<file path="config.mk">
export PLATFORM = sky130hd
export DESIGN_NAME = tcw_capture_channel
export DESIGN_NICKNAME = d
export VERILOG_FILES = /design/src/design/tcw_pkg.sv /design/src/design/tcw_capture_channel.sv /design/src/design/tcw_pin_sampler.sv
export SDC_FILE = /design/constraint.sdc
export NUM_CORES = 1
export LEC_CHECK = 0
export CORE_MARGIN = 2
export CORE_UTILIZATION = 35
export CTS_CLUSTER_SIZE = 40
export DETAILED_ROUTE_END_ITERATION = 10
export DONT_BUFFER_PORTS = 1
export GPL_ROUTABILITY_DRIVEN = 1
export PLACE_DENSITY = 0.5
export SLEW_MARGIN = 15
export SYNTH_ARGS = -nofsm -noshare
export SYNTH_HDL_FRONTEND = slang
export SYNTH_SLANG_ARGS = --single-unit
</file>
<file path="constraint.sdc">
create_clock -name clk_i -period 2.4 [get_ports clk_i]
set_input_delay 0.48 -clock clk_i [delete_from_list [all_inputs] [get_ports clk_i]]
set_output_delay 0.48 -clock clk_i [all_outputs]
set_load 0.1 [all_outputs]
</file>
<file path="src/design/tcw_pkg.sv">
// Constants and types shared by the capture/width measurement channel
package tcw_pkg;
  // ==========================================================
  // Register byte offsets on the Wishbone slave
  localparam logic [4:0] ADR_MODE = 5'h00;
  localparam logic [4:0] ADR_START = 5'h04;
  localparam logic [4:0] ADR_STOP = 5'h08;
  localparam logic [4:0] ADR_ENABLE = 5'h0C;
  localparam logic [4:0] ADR_COUNT = 5'h10;
  localparam logic [4:0] ADR_DATA = 5'h14;
  localparam logic [4:0] ADR_STATUS = 5'h18;
  localparam logic [4:0] ADR_SWITCH = 5'h1C;

  // ==========================================================
  // Field positions and reset values
  localparam int WRAP_BIT = 0;
  localparam int SWITCH_BIT = 1;
  localparam int TRIG_BIT = 0;
  localparam logic [15:0] MODE_RST = 16'h0000;
  localparam logic [15:0] COUNT_RST = 16'h0000;
  localparam logic [15:0] DATA_RST = 16'h0000;
  // Added to the count once per recorded wrap when converting to time
  localparam logic [16:0] WRAP_WEIGHT = 17'h10000;

  // ==========================================================
  // Field encodings
  localparam logic [2:0] OPM_INTERVAL = 3'h2;
  localparam logic [2:0] OPM_WIDTH = 3'h6;
  localparam logic [2:0] TRIG_PIN_EDGE = 3'h1;
  localparam logic [1:0] EDGE_FALL = 2'h0;
  localparam logic [1:0] EDGE_RISE = 2'h1;
  localparam logic [1:0] EDGE_BOTH = 2'h2;
  localparam logic [1:0] EDGE_LOW_W = 2'h2;
  localparam logic [1:0] EDGE_HIGH_W = 2'h3;
  localparam logic [1:0] OPCLK_0 = 2'h0;
  localparam logic [1:0] OPCLK_2 = 2'h1;
  localparam logic [1:0] OPCLK_1 = 2'h2;
  localparam logic [1:0] OPCLK_3 = 2'h3;

  // Channel mode register layout
  typedef struct packed {
    logic [1:0] op_clk_sel;
    logic rsv13;
    logic count_clock_select;
    logic pair_split_sel;
    logic [2:0] trigger_source_select;
    logic [1:0] input_edge_select;
    logic [1:0] rsv54;
    logic [2:0] op_mode;
    logic start_interrupt_setting;
  } tcw_mode_t;

  // Channel state
  typedef enum logic [1:0] {
    ST_IDLE,
    ST_COUNT,
    ST_WAIT_START,
    ST_MEASURE
  } tcw_state_t;
endpackage

</file>
<file path="src/design/tcw_capture_channel.sv">
// Timer channel used as pulse interval or level width capture unit
//
// Overview of operation
// - Interval mode start clears counter to zero, then counts up each count tick.
// - Interval edge copies counter to data, clears counter, raises interrupt.
// - Every capture writes wrap flag: one if counter wrapped, else zero.
// - Two or more wraps still only set the wrap flag to one.
// - Interval mode: start write while enabled acts as a capture trigger.
// - Edge field: 00B falling, 01B rising, 10B both; 11B unused here.
// - Start interrupt setting chooses interrupt at counting start.
// - Op clock field 00B clock0, 10B clock1, 01B/11B clocks 2/3.
// - Pin sampled on selected operation clock; one tick of error.
// - Interval equals tick period times (10000H*flag + capture + 1).
// - Width mode start write sets enable and waits for start edge.
// - Width: start edge counts from zero; opposite edge captures, interrupts.
// - After width capture counter holds capture plus one; wait again.
// - Width edge field 10B low width, 11B high width.
// - Width mode start write ignored while enable already set.
// - Input switch bit 1 routes serial receive pin 2 to the input.
//
// The placing of the registers and the Wishbone register port were left to the implementer.
`timescale 1ns/1ps
`default_nettype none
module tcw_capture_channel #(
  parameter bit HAS_CLK23 = 1'b1
) (
  // Clock and reset
  input wire logic clk_i,
  input wire logic rst_i,
  // Wishbone slave
  input wire logic cyc_i,
  input wire logic stb_i,
  input wire logic we_i,
  input wire logic [4:0] adr_i,
  input wire logic [3:0] sel_i,
  input wire logic [31:0] dat_i,
  output logic [31:0] dat_o,
  output logic ack_o,
  // Prescaled clock ticks from the unit prescaler
  input wire logic [3:0] prescaled_clock_i,
  // Measured pins
  input wire logic capture_input_pin_i,
  input wire logic serial_receive_pin_2_i,
  // Channel event
  output logic channel_interrupt_o
);
  tcw_pkg::tcw_mode_t mode_r, mode_nxt;
  tcw_pkg::tcw_state_t state_r, state_nxt;
  logic [15:0] count_r, count_nxt;
  logic [15:0] data_r, data_nxt;
  logic wrap_flag_r, wrap_flag_nxt;
  logic wrap_seen_r, wrap_seen_nxt;
  logic switch_r, switch_nxt;
  logic irq_r, irq_nxt;
  logic ack_r, ack_nxt;
  logic [31:0] rdat_r, rdat_nxt;
  logic op_tick;
  logic pin_sel;
  logic pin_rise;
  logic pin_fall;
  logic count_tick;
  logic wb_req;
  logic start_wr;
  logic stop_wr;
  logic enable;
  logic is_width;
  logic iv_edge;
  logic w_start_edge;
  logic w_cap_edge;
  logic capture;
  logic [16:0] inc;

  // ==========================================================
  // Operation clock selection; clocks 2 and 3 only where fitted
  always_comb begin
    op_tick = 1'b0;
    case (mode_r.op_clk_sel)
      tcw_pkg::OPCLK_0: op_tick = prescaled_clock_i[0];
      tcw_pkg::OPCLK_1: op_tick = prescaled_clock_i[1];
      tcw_pkg::OPCLK_2: op_tick = HAS_CLK23 & prescaled_clock_i[2];
      default: op_tick = HAS_CLK23 & prescaled_clock_i[3];
    endcase
  end

  // Input routing; the mux sits ahead of the synchroniser
  assign pin_sel = switch_r ? serial_receive_pin_2_i :
      capture_input_pin_i;

  // Pin sampled only on the operation clock tick
  tcw_pin_sampler u_sampler (
    .clk_i(clk_i),
    .rst_i(rst_i),
    .pin_i(pin_sel),
    .sample_i(op_tick),
    .rise_o(pin_rise),
    .fall_o(pin_fall)
  );

  // ==========================================================
  // Trigger decode
  assign wb_req = cyc_i & stb_i & ~ack_r;
  assign start_wr = wb_req & we_i & sel_i[0] & (adr_i == tcw_pkg::ADR_START)
      & dat_i[tcw_pkg::TRIG_BIT];
  assign stop_wr = wb_req & we_i & sel_i[0] & (adr_i == tcw_pkg::ADR_STOP)
      & dat_i[tcw_pkg::TRIG_BIT];
  assign enable = (state_r != tcw_pkg::ST_IDLE);
  assign is_width = (mode_r.op_mode == tcw_pkg::OPM_WIDTH);
  // Count select of one counts every pin edge, rising or falling, instead of clock ticks
  assign count_tick = mode_r.count_clock_select ? (pin_rise | pin_fall) :
      op_tick;

  // Valid edge for interval mode; 11B gives no edge at all
  always_comb begin
    iv_edge = 1'b0;
    if (mode_r.trigger_source_select == tcw_pkg::TRIG_PIN_EDGE) begin
      case (mode_r.input_edge_select)
        tcw_pkg::EDGE_FALL: iv_edge = pin_fall;
        tcw_pkg::EDGE_RISE: iv_edge = pin_rise;
        tcw_pkg::EDGE_BOTH: iv_edge = pin_rise | pin_fall;
        default: iv_edge = 1'b0;
      endcase
    end
  end

  // Width mode start and capture edges are of opposite polarity
  always_comb begin
    w_start_edge = 1'b0;
    w_cap_edge = 1'b0;
    if (mode_r.input_edge_select == tcw_pkg::EDGE_LOW_W) begin
      w_start_edge = pin_fall;
      w_cap_edge = pin_rise;
    end else if (mode_r.input_edge_select == tcw_pkg::EDGE_HIGH_W) begin
      w_start_edge = pin_rise;
      w_cap_edge = pin_fall;
    end
  end

  // ==========================================================
  // Measurement engine
  always_comb begin
    state_nxt = state_r;
    count_nxt = count_r;
    data_nxt = data_r;
    wrap_flag_nxt = wrap_flag_r;
    wrap_seen_nxt = wrap_seen_r;
    irq_nxt = 1'b0;
    capture = 1'b0;
    inc = {1'b0, count_r} + 17'h00001;
    if (count_tick) begin
      count_nxt = inc[15:0];
      wrap_seen_nxt = wrap_seen_r | inc[16];
    end
    case (state_r)
      tcw_pkg::ST_IDLE: begin
        count_nxt = count_r;
        wrap_seen_nxt = wrap_seen_r;
        if (start_wr && !is_width) begin
          state_nxt = tcw_pkg::ST_COUNT;
          count_nxt = tcw_pkg::COUNT_RST;
          wrap_seen_nxt = 1'b0;
          irq_nxt = mode_r.start_interrupt_setting;
        end else if (start_wr) begin
          state_nxt = tcw_pkg::ST_WAIT_START;
        end
      end
      tcw_pkg::ST_COUNT: begin
        // A capture in a tick cycle drops that tick; the new period
        // starts from zero
        if (iv_edge || start_wr) begin
          capture = 1'b1;
          data_nxt = count_r;
          count_nxt = tcw_pkg::COUNT_RST;
          wrap_flag_nxt = wrap_seen_r;
          wrap_seen_nxt = 1'b0;
          irq_nxt = 1'b1;
        end
      end
      tcw_pkg::ST_WAIT_START: begin
        // Counter holds while waiting; a start write here is ignored
        count_nxt = count_r;
        wrap_seen_nxt = wrap_seen_r;
        if (w_start_edge) begin
          state_nxt = tcw_pkg::ST_MEASURE;
          count_nxt = tcw_pkg::COUNT_RST;
          wrap_seen_nxt = 1'b0;
          irq_nxt = mode_r.start_interrupt_setting;
        end
      end
      default: begin
        if (w_cap_edge) begin
          capture = 1'b1;
          state_nxt = tcw_pkg::ST_WAIT_START;
          data_nxt = count_r;
          count_nxt = inc[15:0];
          wrap_flag_nxt = wrap_seen_r;
          wrap_seen_nxt = 1'b0;
          irq_nxt = 1'b1;
        end
      end
    endcase
    if (stop_wr) begin
      state_nxt = tcw_pkg::ST_IDLE;
    end
  end

  // Engine registers
  always_ff @(posedge clk_i) begin
    if (rst_i) begin
      state_r <= tcw_pkg::ST_IDLE;
      count_r <= tcw_pkg::COUNT_RST;
      data_r <= tcw_pkg::DATA_RST;
      wrap_flag_r <= 1'b0;
      wrap_seen_r <= 1'b0;
      irq_r <= 1'b0;
    end else begin
      state_r <= state_nxt;
      count_r <= count_nxt;
      data_r <= data_nxt;
      wrap_flag_r <= wrap_flag_nxt;
      wrap_seen_r <= wrap_seen_nxt;
      irq_r <= irq_nxt;
    end
  end

  // ==========================================================
  // Wishbone slave: one wait state, ack for one cycle, unmapped reads 0
  always_comb begin
    mode_nxt = mode_r;
    switch_nxt = switch_r;
    ack_nxt = wb_req;
    rdat_nxt = 32'h0000_0000;
    if (wb_req && we_i) begin
      if (adr_i == tcw_pkg::ADR_MODE) begin
        if (sel_i[0]) begin
          mode_nxt[7:0] = dat_i[7:0];
        end
        if (sel_i[1]) begin
          mode_nxt[15:8] = dat_i[15:8];
        end
      end else if (adr_i == tcw_pkg::ADR_SWITCH && sel_i[0]) begin
        switch_nxt = dat_i[tcw_pkg::SWITCH_BIT];
      end
    end else if (wb_req) begin
      if (adr_i == tcw_pkg::ADR_MODE) begin
        rdat_nxt = {16'h0000, mode_r};
      end else if (adr_i == tcw_pkg::ADR_ENABLE) begin
        rdat_nxt = {31'h0000_0000, enable};
      end else if (adr_i == tcw_pkg::ADR_COUNT) begin
        rdat_nxt = {16'h0000, count_r};
      end else if (adr_i == tcw_pkg::ADR_DATA) begin
        rdat_nxt = {16'h0000, data_r};
      end else if (adr_i == tcw_pkg::ADR_STATUS) begin
        rdat_nxt = {31'h0000_0000, wrap_flag_r};
      end else if (adr_i == tcw_pkg::ADR_SWITCH) begin
        rdat_nxt = {30'h0000_0000, switch_r, 1'b0};
      end
    end
  end

  // Bus registers
  always_ff @(posedge clk_i) begin
    if (rst_i) begin
      mode_r <= tcw_pkg::MODE_RST;
      switch_r <= 1'b0;
      ack_r <= 1'b0;
      rdat_r <= 32'h0000_0000;
    end else begin
      mode_r <= mode_nxt;
      switch_r <= switch_nxt;
      ack_r <= ack_nxt;
      rdat_r <= rdat_nxt;
    end
  end

  assign dat_o = rdat_r;
  assign ack_o = ack_r;
  assign channel_interrupt_o = irq_r;
endmodule
`default_nettype wire

</file>
<file path="src/design/tcw_pin_sampler.sv">
// Three-stage pin synchroniser with sampling on the operation clock tick
`timescale 1ns/1ps
`default_nettype none
module tcw_pin_sampler (
  // Clock and reset
  input wire logic clk_i,
  input wire logic rst_i,
  // Pin and sample strobe
  input wire logic pin_i,
  input wire logic sample_i,
  // Detected edges, one-cycle pulses
  output logic rise_o,
  output logic fall_o
);
  logic [2:0] sync_r;
  logic [2:0] sync_nxt;
  logic level_r;
  logic level_nxt;
  logic rise_r;
  logic rise_nxt;
  logic fall_r;
  logic fall_nxt;

  // ==========================================================
  // A level counts only once stages two and three agree, and only on a
  // tick of the operation clock, so width carries up to one tick of error
  always_comb begin
    sync_nxt = {sync_r[1:0], pin_i};
    level_nxt = level_r;
    rise_nxt = 1'b0;
    fall_nxt = 1'b0;
    if (sample_i && (sync_r[1] == sync_r[2]) && (sync_r[2] != level_r)) begin
      level_nxt = sync_r[2];
      rise_nxt = sync_r[2];
      fall_nxt = ~sync_r[2];
    end
  end

  // Registers
  always_ff @(posedge clk_i) begin
    if (rst_i) begin
      sync_r <= 3'h0;
      level_r <= 1'b0;
      rise_r <= 1'b0;
      fall_r <= 1'b0;
    end else begin
      sync_r <= sync_nxt;
      level_r <= level_nxt;
      rise_r <= rise_nxt;
      fall_r <= fall_nxt;
    end
  end

  assign rise_o = rise_r;
  assign fall_o = fall_r;
endmodule
`default_nettype wire

</file>
== Word-level counts from Yosys, hierarchy flattened ==
Cells that the tools add are included.

* Register bits: 93
* Latch bits: 0
* Bits in writable memories: 0
* Bits in read-only memories: 0
* Input bits: 52
* Output and inout bits: 34
* Logic and storage cells: 131
* Memories: 0

* Add/sub/neg operators: 1
* $mul: 0
* Divide/modulo/power cells: 0
* $lt $le $gt $ge: 0
* Equal/unequal tests: 22
* Shift-type cells: 0
* Muxes and demuxes: 43
* Bitwise logic cells: 17
* Reductions and logical operators: 25

{| class="wikitable"
|+ Operators by type and width
! operator !! count
|-
| $mux W16 || 11
|-
| $pmux W16 S3 || 1
|-
| $pmux W16 S2 || 1
|-
| $eq A5 B5 Y1 const B || 4
|-
| $mux W1 || 18
|-
| $add A16 B1 Y17 const B || 1
|-
| $mux W2 || 6
|-
| $pmux W1 S3 || 4
|-
| $reduce_and A3 Y1 || 4
|-
| $eq A5 B4 Y1 const B || 2
|-
| $and A1 B1 Y1 || 8
|-
| $eq A2 B2 Y1 const B || 4
|-
| $reduce_or A8 Y1 || 1
|-
| $not A1 Y1 || 7
|-
| $eq A2 B1 Y1 const B || 3
|-
| $logic_not A2 Y1 || 3
|-
| $ne A2 B2 Y1 const B || 3
|-
| $pmux W2 S3 || 1
|-
| $reduce_or A2 Y1 || 3
|-
| $eq A5 B3 Y1 const B || 1
|-
| $logic_and A1 B1 Y1 || 5
|-
| $logic_not A5 Y1 || 1
|-
| $reduce_and A4 Y1 || 1
|-
| $reduce_bool A2 Y1 || 2
|-
| other kinds (12) || 13
|}

== Logic depth before layout (Yosys ltp) ==
Gate-level depths: netlist of the first run.

* Word-level depth: 9
* Depth in mapped cells: 8
* Depth with buffers taken out: 6

== Modules after synthesis ==
Synthesis of the first run repeated with hierarchy kept, for this count alone.

* Cells, all modules: 425
* Area total of the unflattened synthesis: 3,794.9 µm²

{| class="wikitable"
|+ Modules (own cells, without submodules)
! module !! instances !! cells an instance !! area an instance (µm²) !! sequential area each (µm²)
|-
| tcw_capture_channel || 1 || 407 || 3,583.4 || 1,421.4
|-
| tcw_pin_sampler || 1 || 18 || 211.5 || 120.1
|}

== Least setup slack after synthesis of the first run ==
Ideal clock, no wire load.

* Path type: input-to-reg
* From: input port adr_i[3]
* To: register count_r[10]
* Library setup time: 129 ps
* Arrival: 2,284 ps
* Required time: 2,271 ps
* Slack: -12 ps
* Stages on the path: 6
* Buffers on the path: 1
* Cells stage by stage: buf_2 > or4b_4 > o41ai_4 > nand2_1 > o41ai_1 > o21ai_0

* Longest elaborated chain between the ends: 6
* Elaborated cells on any way between the ends: 9
* Those cells by class: eq/ne (2); mux (2); bitwise (2); reduce/logical (3)

{| class="wikitable"
|+ RTL lines
! item !! line !! RTL
|-
| start: declaration || tcw_capture_channel.sv:34 || <nowiki>input wire logic [4:0] adr_i,</nowiki>
|-
| $eq A5 B3 Y1 (*) || tcw_capture_channel.sv:102 || <nowiki>assign start_wr = wb_req & we_i & sel_i[0] & (adr_i == tcw_pkg::ADR_START)</nowiki>
|-
| $and A1 B1 Y1 (*) || tcw_capture_channel.sv:102 ||
|-
| $and A1 B1 Y1 (*) || tcw_capture_channel.sv:103 || <nowiki>& dat_i[tcw_pkg::TRIG_BIT];</nowiki>
|-
| $logic_or A1 B1 Y1 / $logic_and A1 B1 Y1 (equally long branches) || tcw_capture_channel.sv:169, tcw_capture_channel.sv:157 ||
|-
| $mux W16 / $ne A2 B2 Y1 (equally long branches) || -- ||
|-
| $pmux W16 S3 / $reduce_and A2 Y1 (equally long branches) || -- ||
|-
| end signal: assignment || tcw_capture_channel.sv:210 || <nowiki>count_r <= tcw_pkg::COUNT_RST;</nowiki>
|-
| end signal: assignment || tcw_capture_channel.sv:217 || <nowiki>count_r <= count_nxt;</nowiki>
|-
| end: declaration || tcw_capture_channel.sv:49 || <nowiki>logic [15:0] count_r, count_nxt;</nowiki>
|}

Every way passes the cells marked *; elsewhere a longest branch is shown, timed or not.
A chain may end at the register's enable or synchronous reset.

== Final worst setup path of the first run ==
* From: register mode_r[15] in the netlist's numbering
* To: register count_r[11]

* Longest elaborated chain between the ends: 6
* Elaborated cells on any way between the ends: 9
* Those cells by class: eq/ne (2); mux (6); reduce/logical (1)

{| class="wikitable"
|+ RTL lines
! item !! line !! RTL
|-
| start: declaration || tcw_capture_channel.sv:47 || <nowiki>tcw_pkg::tcw_mode_t mode_r, mode_nxt;</nowiki>
|-
| start signal: assignment || tcw_capture_channel.sv:263 || <nowiki>mode_r <= tcw_pkg::MODE_RST;</nowiki>
|-
| start signal: assignment || tcw_capture_channel.sv:268 || <nowiki>mode_r <= mode_nxt;</nowiki>
|-
| $eq A2 B1 Y1 (tied with other cells) || tcw_capture_channel.sv:77 || <nowiki>case (mode_r.op_clk_sel)</nowiki>
|-
| $pmux W1 S3 (*) || tcw_capture_channel.sv:77 ||
|-
| $mux W1 (*) || tcw_capture_channel.sv:109 || <nowiki>assign count_tick = mode_r.count_clock_select ? (pin_rise | pin_fall) :</nowiki>
|-
| $mux W16 (*) || tcw_capture_channel.sv:149 || <nowiki>if (count_tick) begin</nowiki>
|-
| $mux W16, on equally long branches || tcw_capture_channel.sv:190, tcw_capture_channel.sv:169 ||
|-
| $pmux W16 S3 (*) || tcw_capture_channel.sv:153 || <nowiki>case (state_r)</nowiki>
|}

Marked as above.

==> impl_results.md, run 1 <==
* Starting density of the core at 0.362
* First-pass GRT wire length at 16200 µm
* Data required time of the worst path at roughly 2.7 ns
* Clock Latency Late Sink at between 0.3 and 0.4 ns
* Share of post-route cells with drive strength above 1 at 0.151
* Register area share after synthesis at 0.412
* Io pins at 86
* Crit Path Max Fanout at 7
* Die W at 107 µm
* Peak supply drop at between 0.2 and 0.25 mV
* Clock slew at reported path FFs at ~0.090 ns
* Slew Limit Fails at 0
* Initial detailed-routing violation count at about 180
* GPL Wtd Cong at between 0.8 and 0.9
* Final hold violation count at 0
* Top delay family on crit path: compound AO/OA/AOI/OAI gates
* RSZ-0062 raised after global routing: no
* Most frequent cells in the layout: dfxtp_1, nor2_1, buf_4, nand3_1, o21ai_0
* Global Route Usage Sum at 0.180
* Wirelength per Cell at 16.8 µm
* Power density cells at 612 mW/mm²
* Antenna Nets Post-Route at 0
* Hold_ws at around 0.19 ns
* Number of inserted diodes at 0
* Die Height at roughly 110 µm
* CTS Root Buffer Type: clkbuf_8
* Vias in the first global route at between 3000 and 4000
* Hold_sp: rst_i
* Non-filler cells, final at about 590
* Commonest non-fill, non-tap cell in the layout: dfxtp_1
* Largest stage delay on the critical path at 0.59 ns
* P_leak at between 1 and 1.5 nW
* Yosys Warn Count at 0
* Clk buf depth at 2
* HPWL Detailed at 7020 µm
* Synth unique cells at between 50 and 60
* Hold depth at 1
* Arr. time, crit path at 2.50 ns
* # rows at 37
* FMAX at between 0.4 and 0.5 GHz
* Max Cap Viol at 0
* R2R setup slack at approximately 0.17 ns
* Synth async-reset ratio at 0
* Filler cell count at between 1000 and 1500
* Final setup vio count at 0
* Rel. slew slack at 0.555
* Largest net degree at the start of global routing at 49
* Hold Path End: data_r[1]$_SDFFE_PP0P_
* Routed wire length at around 10000 µm
* R2R cell count at 7
* Vias per cell at between 5 and 6
* Minimum clock period at between 2 and 2.5 ns
* Num CTS Buffers at 9
* First drt pass iteration count at 4
* Core box area at 0.0103 mm²
* Placed Cells at just under 600
* Primary FF master, synth: dfxtp_1
* Die Area at ~0.012 mm²
* Cells after Synth at about 430
* # nets final at approximately 500
* Status: finished, final reports clean
* Capture point of the worst reg-to-reg path: count_r[11]$_SDFFE_PP0P_
* Cell area after synthesis at 0.00374 mm²
* IO buf count at 0
* Period utilisation layout at 0.930
* CP Buf/Inv Count at 2
* Slowest-stage cell, CP: mux4_2
* Worst reg2reg startpoint: mode_r[15]$_SDFFE_PP0P_
* # H-tree levels at 3
* GRT overflow at 0
* Pin slew with the least headroom to its limit at 0.663 ns
* TritonCTS clock tree: built
* Initial antenna violation count at 0
* Layout Skew at 0.0148 ns
* Worst Setup End Kind: flop
* Setup TNS at 0 ns
* Nature of the critical path startpoint: flop
* Sink Count at 77
* Setup repair bufs after CTS at 0
* Min-Delay Path Class: primary input to flop
* Worst Path Class, Setup: flop to flop
* Yosys reg bits at slightly below 80
* Via count at 3212
* Number of synthesized flops with an enable pin at 0
* DRC Markers at 0
* Syn_area_per_cell at 8.65 µm²
* Area grow syn2layout at 14.6%
* Cell chain of the critical path: mux4_2, o22a_1, buf_4, o211ai_1, o21bai_1, buf_4, o211ai_1
## state kept, by name (all words and copies together), names as in the netlist
name,flops
u_sampler.sync_r,3
switch_r,1
u_sampler.level_r,1
wrap_seen_r,1
state_r,2
dat_o,16
mode_r,16
channel_interrupt_o,1
wrap_flag_r,1
u_sampler.rise_o,1
count_r,16
data_r,16
u_sampler.fall_o,1
ack_o,1
## logic make-up (layout without fill, tap and decap cells)
family                     count (synthesis)  count (layout)  share of synthesized area
adders and majority gates                  1               1                    0.00335
other                                      1              16                    0.00100
and+or+nand+nor                          153             153                      0.212
AOI/OAI and AO/OA                        121             121                      0.229
muxes                                     24              24                     0.0683
DFF                                       77              77                      0.412
buffers and inverters                     55              66                     0.0740
## per-stage QoR
step	instance area, µm²	util	power (mW)	setup WS [ns]
floorplan	3790	-	1.50	0.00710
global placement	4040	0.391	1.48	0.0326
detailed placement	4040	0.391	1.48	0.0980
CTS	4280	0.414	2.65	0.0974
global route	4280	0.415	2.72	0.0461
finish	4280	0.415	2.62	0.168
## per-layer routing
layer	vias up	GRT usage	part of all wire	routed length [µm]
met4	0	0.0595	0.0076	76
met5	-	0	0	0
li1	1614	-	-	-
met3	4	0.0345	0.046	461
met2	69	0.283	0.47	4690
met1	1525	0.248	0.48	4740
## where the power goes
group	leakage (nW)	total, mW	internal, mW	switching, mW
clock network	0.119	1.17	0.687	0.482
logic	0.747	0.169	0.0235	0.145
registers	0.621	1.28	1.28	0.00195
## repair_timing
item	in CTS	in global routing
hold buffers	0	0
gates resized for setup	0	1
endpoints found under the setup margin	0	8
## cells in the mapped netlist (4+ instances only)
master,instances,share of area
a22o_1,14,0.033
nor2b_1,4,0.0067
buf_2,5,0.0067
clkbuf_1,22,0.022
nor2_1,49,0.049
inv_1,10,0.010
o211ai_1,10,0.020
buf_4,17,0.034
a22oi_1,15,0.030
nand2b_1,5,0.0084
nand3b_1,5,0.010
nand2_1,15,0.015
a211oi_1,4,0.0080
and3_1,5,0.0084
nand3_1,30,0.040
dfxtp_1,77,0.41
mux2i_1,21,0.056
nor3_1,10,0.013
nand4_1,12,0.020
o21ai_0,23,0.031
a21oi_1,22,0.029
a31oi_1,4,0.0067
## final cells by class
type	count	area [µm²]	share of cell area
Multi-Input combinational cell	315	1990	0.464
Timing Repair Buffer	41	308	0.0719
Sequential cell	77	1540	0.360
Clock buffer	9	124	0.0289
Inverter	10	37.5	0.00877
Tap cell	136	170	0.0397
Clock inverter	6	113	0.0263
## worst max-delay path by stage
stage	start	end	slack, ns	cells past startpoint
2_1_floorplan	ack_o$_SDFF_PP0_	data_r[1]$_SDFFE_PP0P_	0.007	6
3_3_place_gp	prescaled_clock_i[3]	count_r[4]$_SDFFE_PP0P_	0.03	6
3_5_place_dp	prescaled_clock_i[3]	count_r[11]$_SDFFE_PP0P_	0.1	6
4_1_cts	mode_r[15]$_SDFFE_PP0P_	count_r[11]$_SDFFE_PP0P_	0.1	6
5_1_grt	mode_r[15]$_SDFFE_PP0P_	count_r[4]$_SDFFE_PP0P_	0.05	7
6_report	mode_r[15]$_SDFFE_PP0P_	count_r[11]$_SDFFE_PP0P_	0.17	7
(Power assumes the default switching activity.)
==> run 2, diff against run 1 <==
--- a/config.mk
+++ b/config.mk
@@ -5,6 +5,7 @@
 export SDC_FILE = /design/constraint.sdc
 export NUM_CORES = 1
 export LEC_CHECK = 0
+export ABC_AREA = 1
 export CORE_MARGIN = 2
 export CORE_UTILIZATION = 35
 export CTS_CLUSTER_SIZE = 40
==> impl_results.md, run 2 <==
* Status: finished, final reports clean
* Synth async-reset ratio at 0
* FF/Latch Area at 0.00154 mm²
* Wirelength per Cell at ~14 µm
* GR peak layer: met2
* Final setup vio count at 0
* Post-CTS sizing at 0
* Arr. time, crit path at ~2.2 ns
* Antenna Nets Post-Route at 0
* Number of inserted diodes at 0
* Cell chain of the critical path: inv_1, nand2_1, nand3_1, nand3_1, nand3_2, nand2_1, nor2_1, nor2_2, nand2_1, nor2_1
* Non-filler cells, final at just over 700
* Routed wire length at 10200 µm
* DRC Markers at 0
* Placed Cells at 692
* Crit Path Max Fanout at 11
* FMAX at 0.518 GHz
* HPWL Detailed at around 7400 µm
* # nets final at slightly above 600
* Initial detailed-routing violation count at 189
* Starting density of the core at 0.357
* Synth top cells by count: nand2_1, dfxtp_1, inv_1
* Rel. slew slack at 0.568
* Via count at between 3000 and 4000
* Final hold violation count at 0
* Peak supply drop at roughly 0.25 mV
* PnR worst setup slack at ~0.47 ns
* Sink Count at between 70 and 80
* Filler cell count at around 1200
* Period utilisation layout at 0.804
* Hold_ws at ~0.18 ns
* # H-tree levels at 3
* Max Cap Viol at 0
* Die Area at approximately 0.012 mm²
* GRT overflow at 0
* Global Route Usage Sum at 0.187
* Power density cells at between 600 and 700 mW/mm²
* P_leak at approximately 1.8 nW
* Setup repair bufs after CTS at 0
* Clock slew at reported path FFs at ~0.080 ns
* Share of post-route cells with drive strength above 1 at 0.129
* TritonCTS clock tree: built
* Data required time of the worst path at about 2.7 ns
* Pin slew with the least headroom to its limit at about 0.65 ns
* Syn_area_per_cell at about 7.1 µm²
* Vias per cell at 4.81
* Synth area leader: dfxtp_1
* Slowest-stage cell, CP: dfxtp_1
* Worst path most repeated cell: nand2_1
* Num CTS Buffers at 9
* Total power draw at between 2 and 3 mW
* RSZ-0062 raised after global routing: no
* Primary FF master, synth: dfxtp_1
* GPL Wtd Cong at approximately 0.84
* Yosys Warn Count at 0
* Number of hold buffers added after cts at 0
* CTS Root Buffer Type: clkbuf_8
* First drt pass iteration count at 6
* Cells after Synth at roughly 550
* Min-Delay Path Class: primary input to flop
* Routing usage on met3 at 0.0526
* Slew Limit Fails at 0
* Yosys top cell area share at 0.400
* Worst Setup End Kind: flop
* Die Height at about 110 µm
* Top delay family on crit path: simple AND/OR/NAND/NOR gates
* Most frequent cells in the layout: nand2_1, dfxtp_1, inv_1, nor2_1, a21oi_1
* Cell area after synthesis at a little under 0.004 mm²
* CP Buf/Inv Count at 1
* Largest net degree at the start of global routing at 23
* Multi-input logic area at between 0.0015 and 0.002 mm²
* # rows at 38
* Met1 usage at 0.247
* Yosys reg bits at 77
* Register area share after synthesis at 0.400
* Clk buf depth at 2
* Synth area leaders: dfxtp_1, nand2_1, inv_1, a21oi_1, nor2_1
* Largest stage delay on the critical path at a little over 0.4 ns
* Synth unique cells at 39
* Io pins at 86
* Vias in the first global route at around 3300
* Setup TNS at 0 ns
* Minimum clock period at between 1.5 and 2 ns
* Area grow syn2layout at 10.7%
* Utilization after layout at 0.395
* Commonest non-fill, non-tap cell in the layout: nand2_1
* Core box area at 0.0108 mm²
* Number of synthesized flops with an enable pin at 0
* Placed cell areas at roughly 0.004 mm²
* Met2 Usage GRT at 0.292
* IO buf count at 0
* Setup WS pre-CTS at slightly above 0.5 ns
* Design area at approximately 0.0043 mm²
* Clock Latency Late Sink at 0.36 ns
* Worst Path Class, Setup: flop to flop
* Initial antenna violation count at 0
* Count leader, synth: nand2_1
* Nature of the critical path startpoint: flop
* First-pass GRT wire length at 16800 µm
* Layout Skew at 0.00993 ns
* Die W at about 110 µm
## run 2: cell count changes after synthesis, moves of 9 or more
cell	delta
clkbuf_1	-17
a21oi_1	+29
inv_1	+60
nand2_1	+97
o21ai_1	+16
a22o_1	-14
mux2i_1	-21
nand4_1	-9
a22oi_1	-15
nor2_1	+18
## run 2: cells by family after synthesis
family,share of synthesized area
compound gates,0.171
flops,0.400
buf+inv,0.132
fa+ha+maj,0.00325
simple gates,0.293
other cells,0.000974
## run 2: path summary, 6_finish.rpt
| kind | startpoint | endpoint | slack (ns) | cells past startpoint |
|---|---|---|---|---|
| max | mode_r[6]$_SDFFE_PP0P_ | count_r[14]$_SDFFE_PP0P_ | 0.47 | 10 |
| min | rst_i | mode_r[12]$_SDFFE_PP0P_ | 0.18 | 1 |
| max reg2reg | mode_r[6]$_SDFFE_PP0P_ | count_r[14]$_SDFFE_PP0P_ | 0.47 | 10 |
| min reg2reg | u_sampler.sync_r[0]$_SDFF_PP0_ | u_sampler.sync_r[1]$_SDFF_PP0_ | 0.41 | 2 |
## run 2: layout make-up
type                       instances  share of cell area
clock inverter                     5              0.0200
clock buffer                      11              0.0308
inverter                          74              0.0652
tap                              140              0.0411
sequential                        77               0.362
timing repair buffer              24              0.0452
multi-input combinational        377               0.436
## run 2: metal layers
metal / part of all wire / wire length (µm)
met3: 0.063 / 640
met4: 0.0039 / 40
met1: 0.49 / 5020
met2: 0.44 / 4530
met5: 0 / 0
## run 2: power breakdown
group / leakage [nW] / switching, mW / internal [mW] / total [mW]
combinational: 1.06 / 0.186 / 0.0276 / 0.214
clock: 0.104 / 0.514 / 0.591 / 1.10
sequential: 0.621 / 0.00400 / 1.28 / 1.28
total: 1.78 / 0.704 / 1.90 / 2.60
